===== src/core/clk_tree_pkg.sv =====
/*
  Constants shared by the clock tree device end and its configuring host end:
  register offsets, field positions, divider and power mode encodings.
  Assumes one master clock, core_clk, drives both ends.
*/
// Functional notes
// - Sample strobe twice per modulator clock period
// - All channels share one master clock
// - Derived clocks synchronous to master clock
// - Modulator divider: four, eight, thirty-two
// - Settings apply to all channels
// - Host keeps modulator rate within mode range
// - Pin mode: divider follows power mode
// - Pin mode: straps alone set everything
// - Serial mode: two registers set everything
// - Serial mode: power and divider independent
// - Fastest rate: 32.768 MHz, divide four
// - Data clock divider: one, two, four, eight; divide by one gives the same rate as divide by two
// - Data clock toggles continuously, never gated
// - Host picks lanes to fit 32-bit words
// - Host supplies master clock from valid source
// - Divider/decimation trade only in serial mode
package clk_tree_pkg;

  localparam logic [7:0] PWR_MOD_CFG_OFS  = 8'h04;
  localparam logic [7:0] DATA_CLK_CFG_OFS = 8'h07;
  localparam logic [7:0] STATUS_OFS       = 8'h08;

  // power_and_modulator_clock_config: [5:4] power mode, [1:0] modulator divider
  localparam int PWR_MODE_LSB = 4;
  localparam int MOD_DIV_LSB  = 0;
  // data_clock_config: [1:0] data clock divider select
  localparam int OUTPUT_DATA_CLOCK_SEL_LSB = 0;

  localparam logic [7:0] PWR_MOD_CFG_RST  = 8'h00;
  localparam logic [7:0] DATA_CLK_CFG_RST = 8'h00;

  typedef enum logic [1:0] {
    PWR_ECO    = 2'h0,
    PWR_MEDIAN = 2'h2,
    PWR_FAST   = 2'h3
  } pwr_mode_t;

  typedef enum logic [1:0] {
    MOD_DIV_32 = 2'h0,
    MOD_DIV_8  = 2'h2,
    MOD_DIV_4  = 2'h3
  } mod_div_t;

  localparam logic [1:0] DATA_CLOCK_DIVIDER_SELECT_8 = 2'h0;
  localparam logic [1:0] DATA_CLOCK_DIVIDER_SELECT_4 = 2'h1;
  localparam logic [1:0] DATA_CLOCK_DIVIDER_SELECT_2 = 2'h2;
  localparam logic [1:0] DATA_CLOCK_DIVIDER_SELECT_1 = 2'h3;

  localparam int CNT_W = 5;

endpackage


===== src/core/clk_tree_if.sv =====
/*
  Link between the clock tree device and its configuring host: straps,
  control mode select and an 8-bit register port.
  Assumes both ends run on the same core_clk.
*/
`timescale 1ns/1ps
interface clk_tree_if;
  logic       pin_mode;
  logic [3:0] strap_mode_pins;
  logic       reg_wr;
  logic       reg_rd;
  logic [7:0] reg_addr;
  logic [7:0] reg_wdata;
  logic [7:0] reg_rdata;
  logic       reg_ack;

  modport dev (input pin_mode, strap_mode_pins, reg_wr, reg_rd, reg_addr, reg_wdata,
               output reg_rdata, reg_ack);
  modport host (output pin_mode, strap_mode_pins, reg_wr, reg_rd, reg_addr, reg_wdata,
                input reg_rdata, reg_ack);
endinterface


===== src/core/clk_tree_dev.sv =====
/*
  Device end: shared modulator clock, sample strobe and continuous data clock,
  set by straps in pin mode or by two registers in serial mode.
  Assumes link inputs are synchronous to core_clk.
*/
// Chosen here: the Wishbone register port.
`timescale 1ns/1ps
module clk_tree_dev (
  input  wire logic       core_clk,
  input  wire logic       srst,
  clk_tree_if.dev         lnk,
  output logic            mod_clk_en,
  output logic            sample_en,
  output logic            output_data_clock,
  output logic [1:0]      pwr_mode_out
);

  logic [7:0]             pwr_cfg_r;
  logic [7:0]             output_data_clock_cfg_r;
  logic [1:0]             pwr_sel;
  logic [1:0]             mod_sel;
  logic [1:0]             output_data_clock_sel;
  logic [5:0]             mod_div;
  logic [3:0]             data_clock_divider_select;
  logic [clk_tree_pkg::CNT_W-1:0] mod_cnt_r;
  logic [2:0]             output_data_clock_cnt_r;

  function automatic logic [5:0] mod_ratio(input logic [1:0] sel);
    case (sel)
      clk_tree_pkg::MOD_DIV_4: mod_ratio = 6'h04;
      clk_tree_pkg::MOD_DIV_8: mod_ratio = 6'h08;
      default:                 mod_ratio = 6'h20;
    endcase
  endfunction

  // Registers: serial mode configuration
  always_ff @(posedge core_clk) begin
    if (srst) begin
      pwr_cfg_r  <= clk_tree_pkg::PWR_MOD_CFG_RST;
      output_data_clock_cfg_r <= clk_tree_pkg::DATA_CLK_CFG_RST;
    end else if (lnk.reg_wr) begin
      if (lnk.reg_addr == clk_tree_pkg::PWR_MOD_CFG_OFS)
        pwr_cfg_r <= lnk.reg_wdata;
      if (lnk.reg_addr == clk_tree_pkg::DATA_CLK_CFG_OFS)
        output_data_clock_cfg_r <= lnk.reg_wdata;
    end
  end

  always_ff @(posedge core_clk) begin
    if (srst) begin
      lnk.reg_ack   <= 1'b0;
      lnk.reg_rdata <= 8'h00;
    end else begin
      lnk.reg_ack <= (lnk.reg_wr | lnk.reg_rd) & ~lnk.reg_ack;
      case (lnk.reg_addr)
        clk_tree_pkg::PWR_MOD_CFG_OFS:  lnk.reg_rdata <= pwr_cfg_r;
        clk_tree_pkg::DATA_CLK_CFG_OFS: lnk.reg_rdata <= output_data_clock_cfg_r;
        clk_tree_pkg::STATUS_OFS:       lnk.reg_rdata <= {lnk.pin_mode, 3'h0, output_data_clock_sel, pwr_sel};
        default:                        lnk.reg_rdata <= 8'h00;
      endcase
    end
  end

  // Selection: straps in pin mode, registers otherwise
  always_comb begin
    if (lnk.pin_mode) begin
      pwr_sel  = lnk.strap_mode_pins[1:0];
      mod_sel  = lnk.strap_mode_pins[1:0];
      output_data_clock_sel = lnk.strap_mode_pins[3:2];
    end else begin
      pwr_sel  = pwr_cfg_r[clk_tree_pkg::PWR_MODE_LSB +: 2];
      mod_sel  = pwr_cfg_r[clk_tree_pkg::MOD_DIV_LSB +: 2];
      output_data_clock_sel = output_data_clock_cfg_r[clk_tree_pkg::OUTPUT_DATA_CLOCK_SEL_LSB +: 2];
    end
  end

  assign mod_div  = mod_ratio(mod_sel);
  assign data_clock_divider_select = 4'h8 >> output_data_clock_sel;

  // One counter for all channels, so every channel sees the same instants
  always_ff @(posedge core_clk) begin
    if (srst)
      mod_cnt_r <= '0;
    else if ({1'b0, mod_cnt_r} >= mod_div - 6'h01)
      mod_cnt_r <= '0;
    else
      mod_cnt_r <= mod_cnt_r + 1'b1;
  end

  always_ff @(posedge core_clk) begin
    if (srst) begin
      mod_clk_en <= 1'b0;
      sample_en  <= 1'b0;
    end else begin
      mod_clk_en <= (mod_cnt_r == '0);
      sample_en  <= (mod_cnt_r == '0) ||
                    ({1'b0, mod_cnt_r} == {1'b0, mod_div[5:1]});
    end
  end

  // Free running; divide by one passes a toggling level at half rate per edge pair
  always_ff @(posedge core_clk) begin
    if (srst) begin
      output_data_clock_cnt_r        <= 3'h0;
      output_data_clock <= 1'b0;
    end else begin
      if ({1'b0, output_data_clock_cnt_r} >= (data_clock_divider_select >> 1) - 4'h1 || data_clock_divider_select == 4'h1) begin
        output_data_clock_cnt_r        <= 3'h0;
        output_data_clock <= ~output_data_clock;
      end else begin
        output_data_clock_cnt_r <= output_data_clock_cnt_r + 3'h1;
      end
    end
  end

  always_ff @(posedge core_clk) begin
    if (srst)
      pwr_mode_out <= 2'h0;
    else
      pwr_mode_out <= pwr_sel;
  end

endmodule // clk_tree_dev


===== src/flat_wrapper.sv =====
// flat-port wrapper written by rule: the top's interface ports become plain ports
module clk_tree_dev_flat 
  (core_clk, srst, mod_clk_en, sample_en, output_data_clock, pwr_mode_out, lnk_pin_mode, lnk_strap_mode_pins, lnk_reg_wr, lnk_reg_rd, lnk_reg_addr, lnk_reg_wdata, lnk_reg_rdata, lnk_reg_ack);
  clk_tree_if lnk_i ();
  input  wire logic core_clk;
  input  wire logic srst;
  output logic mod_clk_en;
  output logic sample_en;
  output logic output_data_clock;
  output logic [1:0] pwr_mode_out;
  input wire logic [$bits(lnk_i.pin_mode)-1:0] lnk_pin_mode;
  input wire logic [$bits(lnk_i.strap_mode_pins)-1:0] lnk_strap_mode_pins;
  input wire logic [$bits(lnk_i.reg_wr)-1:0] lnk_reg_wr;
  input wire logic [$bits(lnk_i.reg_rd)-1:0] lnk_reg_rd;
  input wire logic [$bits(lnk_i.reg_addr)-1:0] lnk_reg_addr;
  input wire logic [$bits(lnk_i.reg_wdata)-1:0] lnk_reg_wdata;
  output wire logic [$bits(lnk_i.reg_rdata)-1:0] lnk_reg_rdata;
  output wire logic [$bits(lnk_i.reg_ack)-1:0] lnk_reg_ack;
  assign lnk_i.pin_mode = lnk_pin_mode;
  assign lnk_i.strap_mode_pins = lnk_strap_mode_pins;
  assign lnk_i.reg_wr = lnk_reg_wr;
  assign lnk_i.reg_rd = lnk_reg_rd;
  assign lnk_i.reg_addr = lnk_reg_addr;
  assign lnk_i.reg_wdata = lnk_reg_wdata;
  assign lnk_reg_rdata = lnk_i.reg_rdata;
  assign lnk_reg_ack = lnk_i.reg_ack;
  clk_tree_dev u_core (.core_clk(core_clk), .srst(srst), .lnk(lnk_i), .mod_clk_en(mod_clk_en), .sample_en(sample_en), .output_data_clock(output_data_clock), .pwr_mode_out(pwr_mode_out));
endmodule

===== config.mk =====
export PLATFORM = sky130hd
export DESIGN_NAME = clk_tree_dev_flat
export DESIGN_NICKNAME = d
export VERILOG_FILES = /design/src/core/clk_tree_pkg.sv /design/src/core/clk_tree_if.sv /design/src/core/clk_tree_dev.sv /design/src/flat_wrapper.sv
export SDC_FILE = /design/constraint.sdc
export NUM_CORES = 1
export LEC_CHECK = 0
export ABC_CLOCK_PERIOD_IN_PS = 2800
export BUFFER_PORTS_ARGS = -buffer_cell sky130_fd_sc_hd__buf_2
export CELL_PAD_IN_SITES_DETAIL_PLACEMENT = 1
export CELL_PAD_IN_SITES_GLOBAL_PLACEMENT = 2
export CORE_ASPECT_RATIO = 1.1
export CORE_MARGIN = 5
export CORE_UTILIZATION = 32
export CTS_CLUSTER_SIZE = 16
export DETAILED_ROUTE_END_ITERATION = 7
export GPL_TIMING_DRIVEN = 0
export PLACE_DENSITY = 0.76
export SLEW_MARGIN = 20
export SYNTH_ARGS = -nofsm -noshare
export SYNTH_HDL_FRONTEND = slang
export SYNTH_SLANG_ARGS = --single-unit

===== constraint.sdc =====
create_clock -name core_clk -period 2.8 [get_ports core_clk]
set_input_delay 0.56 -clock core_clk [delete_from_list [all_inputs] [get_ports core_clk]]
set_output_delay 0.56 -clock core_clk [all_outputs]
set_load 0.005 [all_outputs]

# After elaboration in Yosys (flattened, before gate mapping)

Cells that the tools add are included.

Logic and storage cells: 40
Output and inout port bits: 14
Bits of input ports: 25
Flip-flop bits (word level): 38

Equality and inequality tests: 7
Add/sub/neg operators: 4
Mux-type cells: 5
Reductions and logical operators: 7
Magnitude comparators: 2
Shift operators: 1
Bitwise gates (word level): 4

Operators by type and width:

| cell                | count |
|---|---|
| $pmux 8 s3          | 1 |
| $eq 8x3->1 const B  | 2 |
| $pmux 6 s2          | 1 |
| $eq 8x4->1 const B  | 1 |
| $ge 5x6->1          | 1 |
| $mux 2              | 3 |
| $sub 6x1->6 const B | 1 |
| $add 5x1->5 const B | 1 |
| $eq 5x5->1          | 1 |
| $logic_not 5->1     | 1 |
| $eq 2x2->1 const B  | 2 |
| $eq 4x1->1 const B  | 1 |
| $ge 3x4->1          | 1 |
| $reduce_and 2->1    | 2 |
| $reduce_or 2->1     | 2 |
| $shr 4x2->4 const A | 1 |
| $sub 3x1->4 const B | 1 |
| $add 3x1->3 const B | 1 |
| $logic_or 1x1->1    | 2 |
| $not 1->1           | 2 |
| $and 1x1->1         | 1 |
| $or 1x1->1          | 1 |

# Logic depth before layout (Yosys ltp)

Depth in word-level cells: 6
Gate-level depth with buffers: 9
Mapped depth without buffers: 8

# Least setup slack after synthesis

Ideal clock, no wire load.

Path type: input -> register
From: input port lnk_pin_mode
To: register u_core.output_data_clock
Buffers on the path: 1
Setup time: 121 ps
Data arrival time: 2447 ps
Data required time: 2679 ps
Slack: 232 ps
Stages on the path: 9
Path through: buf_2 mux2_2 ha_1 inv_1 ha_1 nand2b_1 a211oi_1 o31a_1 mux2_2

Cells in the longest elaborated chain, start to end: 5
Elaborated cells on any way between the ends: 6
Those cells by class: add/sub: 1; order compare: 1; eq/ne: 1; shift: 1; mux: 1; reduce/logical: 1

RTL lines:

| element              | line                | RTL |
|---|---|---|
| start, declared      | flat_wrapper.sv:11  | `input wire logic [$bits(lnk_i.pin_mode)-1:0] lnk_pin_mode;` |
| $mux 2 (*)           | clk_tree_dev.sv:66  | `if (lnk.pin_mode) begin` |
| $shr 4x2->4 (*)      | clk_tree_dev.sv:78  | `assign data_clock_divider_select = 4'h8 >> output_data_clock_sel;` |
| $sub 3x1->4          | clk_tree_dev.sv:107 | `if ({1'b0, output_data_clock_cnt_r} >= (data_clock_divider_select >> 1) - 4'h1 \|\| data_clock_divider_select == ...` |
| $ge 3x4->1           | clk_tree_dev.sv:107 |  |
| $logic_or 1x1->1 (*) | clk_tree_dev.sv:107 |  |
| end signal, assigned | clk_tree_dev.sv:109 | `output_data_clock <= ~output_data_clock;` |
| end, declared        | clk_tree_dev.sv:14  | `output logic output_data_clock,` |

Mark *: on every way between the ends. The rest lies on a longest branch, timed or not.
A chain may end at the register's enable or synchronous reset.

# Worst setup path after layout

Ends and elaborated chain as after synthesis.

==> impl_metrics.env <==
export IMPL_status="completed"
export IMPL_cts_sinks=38
export IMPL_fin_cells=311
export IMPL_clock_power_share_pct=33.8
export IMPL_syn_num_nets=230
export IMPL_ys_seq_elements=38
export IMPL_ys_top_cells_by_area="dfxtp_1, ha_1, mux2i_1"
export IMPL_p_seq_share_pct=51.2
export IMPL_drt_first_pass_iters=4
export IMPL_ys_async_sr_fraction_pct=0
export IMPL_drt_iter0_drc=43
export IMPL_drive_gt1_share_pct=22.5
export IMPL_ys_types=40
export IMPL_grt_total_usage_pct=13.3
export IMPL_tns_ps=0
export IMPL_num_io_pins=39
export IMPL_power_frac_comb_pct=15.0
export IMPL_finalMaxSlewViolations=0
export IMPL_die_x_um=81.1
export IMPL_antenna_found_initial=0
export IMPL_required_ps=2980
export IMPL_rsz0062_at_grt="false"
export IMPL_netlist_area_leader_share_pct=42.8
export IMPL_skew_ps=1.91
export IMPL_worst_pin_slew_ps=573
export IMPL_clock_path_buffers=2
export IMPL_vias=1510
export IMPL_wl_per_cell_um=14.2
export IMPL_htreeDepth=2
export IMPL_p_sw_mw=0.295
export IMPL_num_fill_cells=685
export IMPL_max_freq_mhz=409
export IMPL_min_path_type="reg -> reg"
export IMPL_finalSetupViolations=0
export IMPL_antenna_left=0
export IMPL_gp_congestion=0.724
export IMPL_post_cts_buffers=0
export IMPL_syn_to_final_growth_pct=20.5
export IMPL_yosysMostFrequentCell="dfxtp_1"
export IMPL_r2r_cells=8
export IMPL_drt_wl_total_um=4430
export IMPL_cp_arrival_ps=2620
export IMPL_maxCapViolations=0
export IMPL_cts_buffers=5
export IMPL_critPathMaxFanout=7
export IMPL_yosysWarnings=0
export IMPL_grt_pass1_wl_um=7190
export IMPL_period_minus_slack_ps=2440
export IMPL_clk_pin_slew_ps=70
export IMPL_dp_cells=303
export IMPL_crit_path_end_kind="flop"
export IMPL_overflow=0
export IMPL_final_net_count=273
export IMPL_viasPerCell=4.86
export IMPL_cts_root_buf="clkbuf_8"
export IMPL_die_area_um2=7150
export IMPL_antenna_cells=0
export IMPL_worstSetupStartpointType="primary input"
export IMPL_synth_flop_cell="dfxtp_1"
export IMPL_worst_r2r_endpoint="u_core.output_data_clock"
export IMPL_clock_latency_ps=280
export IMPL_synthCells=192
export IMPL_synth_common_cells="dfxtp_1, nor2_1, ha_1, mux2i_1, nand3_1"
export IMPL_p_int_mw=0.848
export IMPL_critical_path_class="in -> reg"
export IMPL_yosysSeqAreaShare_pct=42.8
export IMPL_hold_viol=0
export IMPL_synth_edf_count=0
export IMPL_power_density_nw_per_um2=533
export IMPL_drc_errors=0
export IMPL_grt_start_max_net_pins=12
export IMPL_r2r_slack_ps=600
export IMPL_cts_hold_buf=0
export IMPL_holdPathStages=1
export IMPL_leakage_nw=0.996
export IMPL_syn_avg_cell_area_um2=9.26
export IMPL_cts_tree="done"
export IMPL_portBuffers=36
export IMPL_core_area_um2=5400
export IMPL_holdWs_ps=418
export IMPL_die_h_um=88.2
export IMPL_rr_startpoint="u_core.output_data_clock_cfg_r[0]"
export IMPL_num_rows=28
export IMPL_synth_area_um2=1780
export IMPL_hold_end="u_core.lnk.reg_ack"
export IMPL_start_util_pct=33.0
export IMPL_postCtsResizedCells=0
export IMPL_grt_pass1_vias=1521
export IMPL_vdd_drop_max_v=0.000205
export IMPL_synth_largest_area_cell="dfxtp_1"
export IMPL_min_from="u_core.lnk.reg_ack"
export IMPL_slew_headroom_pct=61.7
export IMPL_min_period_over_period_pct=87.3
export IMPL_switching_share_pct=25.8
export IMPL_dp_hpwl_um=3430
-- flip-flops by register name (all words and copies together), names as in the netlist --
register	cells
u_core.lnk.reg_rdata	8
u_core.output_data_clock_cfg_r	8
u_core.pwr_cfg_r	8
u_core.mod_cnt_r	5
u_core.output_data_clock_cnt_r	3
u_core.pwr_mode_out	2
u_core.lnk.reg_ack	1
u_core.mod_clk_en	1
u_core.output_data_clock	1
u_core.sample_en	1
-- metrics by stage --
stage | util, % | setup WS, ps | cell area (µm²) | power, mW
4_1_cts | 39.7 | 322 | 2140 | 1.16
6_report | 39.7 | 357 | 2140 | 1.14
3_3_place_gp | 38.0 | 30.3 | 2050 | 0.768
5_1_grt | 39.7 | 206 | 2140 | 1.22
2_1_floorplan | - | 232 | 1780 | 0.705
3_5_place_dp | 38.0 | 22.9 | 2050 | 0.774
-- area by class of cell --
| type | instances | area (µm²) | share of cell area [%] |
|---|---|---|---|
| inverter | 10 | 37.5 | 1.75 |
| timing repair buffer | 36 | 180 | 8.41 |
| clock buffer | 7 | 86.3 | 4.03 |
| buffer | 9 | 41.3 | 1.93 |
| multi-input combinational | 135 | 938 | 43.8 |
| sequential | 38 | 761 | 35.5 |
| tap | 75 | 93.8 | 4.38 |
| clock inverter | 1 | 5.00 | 0.234 |
-- worst max-delay path by stage --
stage            startpoint                  endpoint  slack (ps)  cells after the start
2_1_floorplan  lnk_pin_mode  u_core.output_data_clock         230                      9
3_3_place_gp   lnk_pin_mode  u_core.output_data_clock          30                      9
3_5_place_dp   lnk_pin_mode  u_core.output_data_clock          20                      9
4_1_cts        lnk_pin_mode  u_core.output_data_clock         320                      9
5_1_grt        lnk_pin_mode  u_core.output_data_clock         210                      9
6_report       lnk_pin_mode  u_core.output_data_clock         360                      9
-- cells in the final DEF (no fill, tap or decap), types with 2 or more instances in the layout --
master | netlist | final
a211o_1 | 2 | 2
a211oi_1 | 2 | 2
a21o_1 | 2 | 2
a21oi_1 | 8 | 8
a22oi_1 | 8 | 8
and3_1 | 2 | 2
buf_2 | 3 | 39
clkbuf_1 | 4 | 5
clkbuf_8 | 0 | 6
dfxtp_1 | 38 | 38
ha_1 | 13 | 13
inv_1 | 10 | 10
mux2_2 | 2 | 2
mux2i_1 | 13 | 13
nand2_1 | 10 | 10
nand2b_1 | 2 | 2
nand3_1 | 11 | 11
nor2_1 | 31 | 31
nor2b_1 | 3 | 3
nor3_1 | 3 | 3
o2bb2ai_1 | 3 | 3
xnor2_1 | 2 | 2
xor2_1 | 2 | 2
-- power by group through the flow --
stage               Clock (mW)  Sequential [mW]  Combinational, mW
finish                   0.386            0.585              0.171
floorplan                    0            0.596              0.109
CTS                      0.398            0.586              0.176
global route             0.430            0.591              0.197
global placement             0            0.597              0.171
detailed placement           0            0.599              0.175
-- routing by layer --
layer / up-vias / global-route usage, % / part of all wire, %
met5: - / 0 / 0
met4: 0 / 5.07 / 1.6
met3: 7 / 2.67 / 4.2
met2: 31 / 23.3 / 49
met1: 713 / 16.0 / 45
li1: 759 / - / -
-- critical path, stage by stage --
cell,delay [ps]
buf_2,210
mux2_2,420
ha_1,190
inv_1,50
ha_1,200
nand2b_1,140
a211oi_1,310
o31a_1,210
mux2_2,330
-- kinds of logic (layout without fill, tap and decap cells) --
family / Yosys count / after routing / synth area share, %
adder cells (fa/ha/maj): 13 / 13 / 9.15
AND/OR/NAND/NOR: 71 / 71 / 20.2
AO/OA/AOI/OAI: 32 / 32 / 12.9
buffers and inverters: 19 / 63 / 4.43
flip-flops: 38 / 38 / 42.8
multiplexers: 15 / 15 / 8.59
XOR/XNOR: 4 / 4 / 1.97
Note: power is estimated with default switching activity, not from simulation.
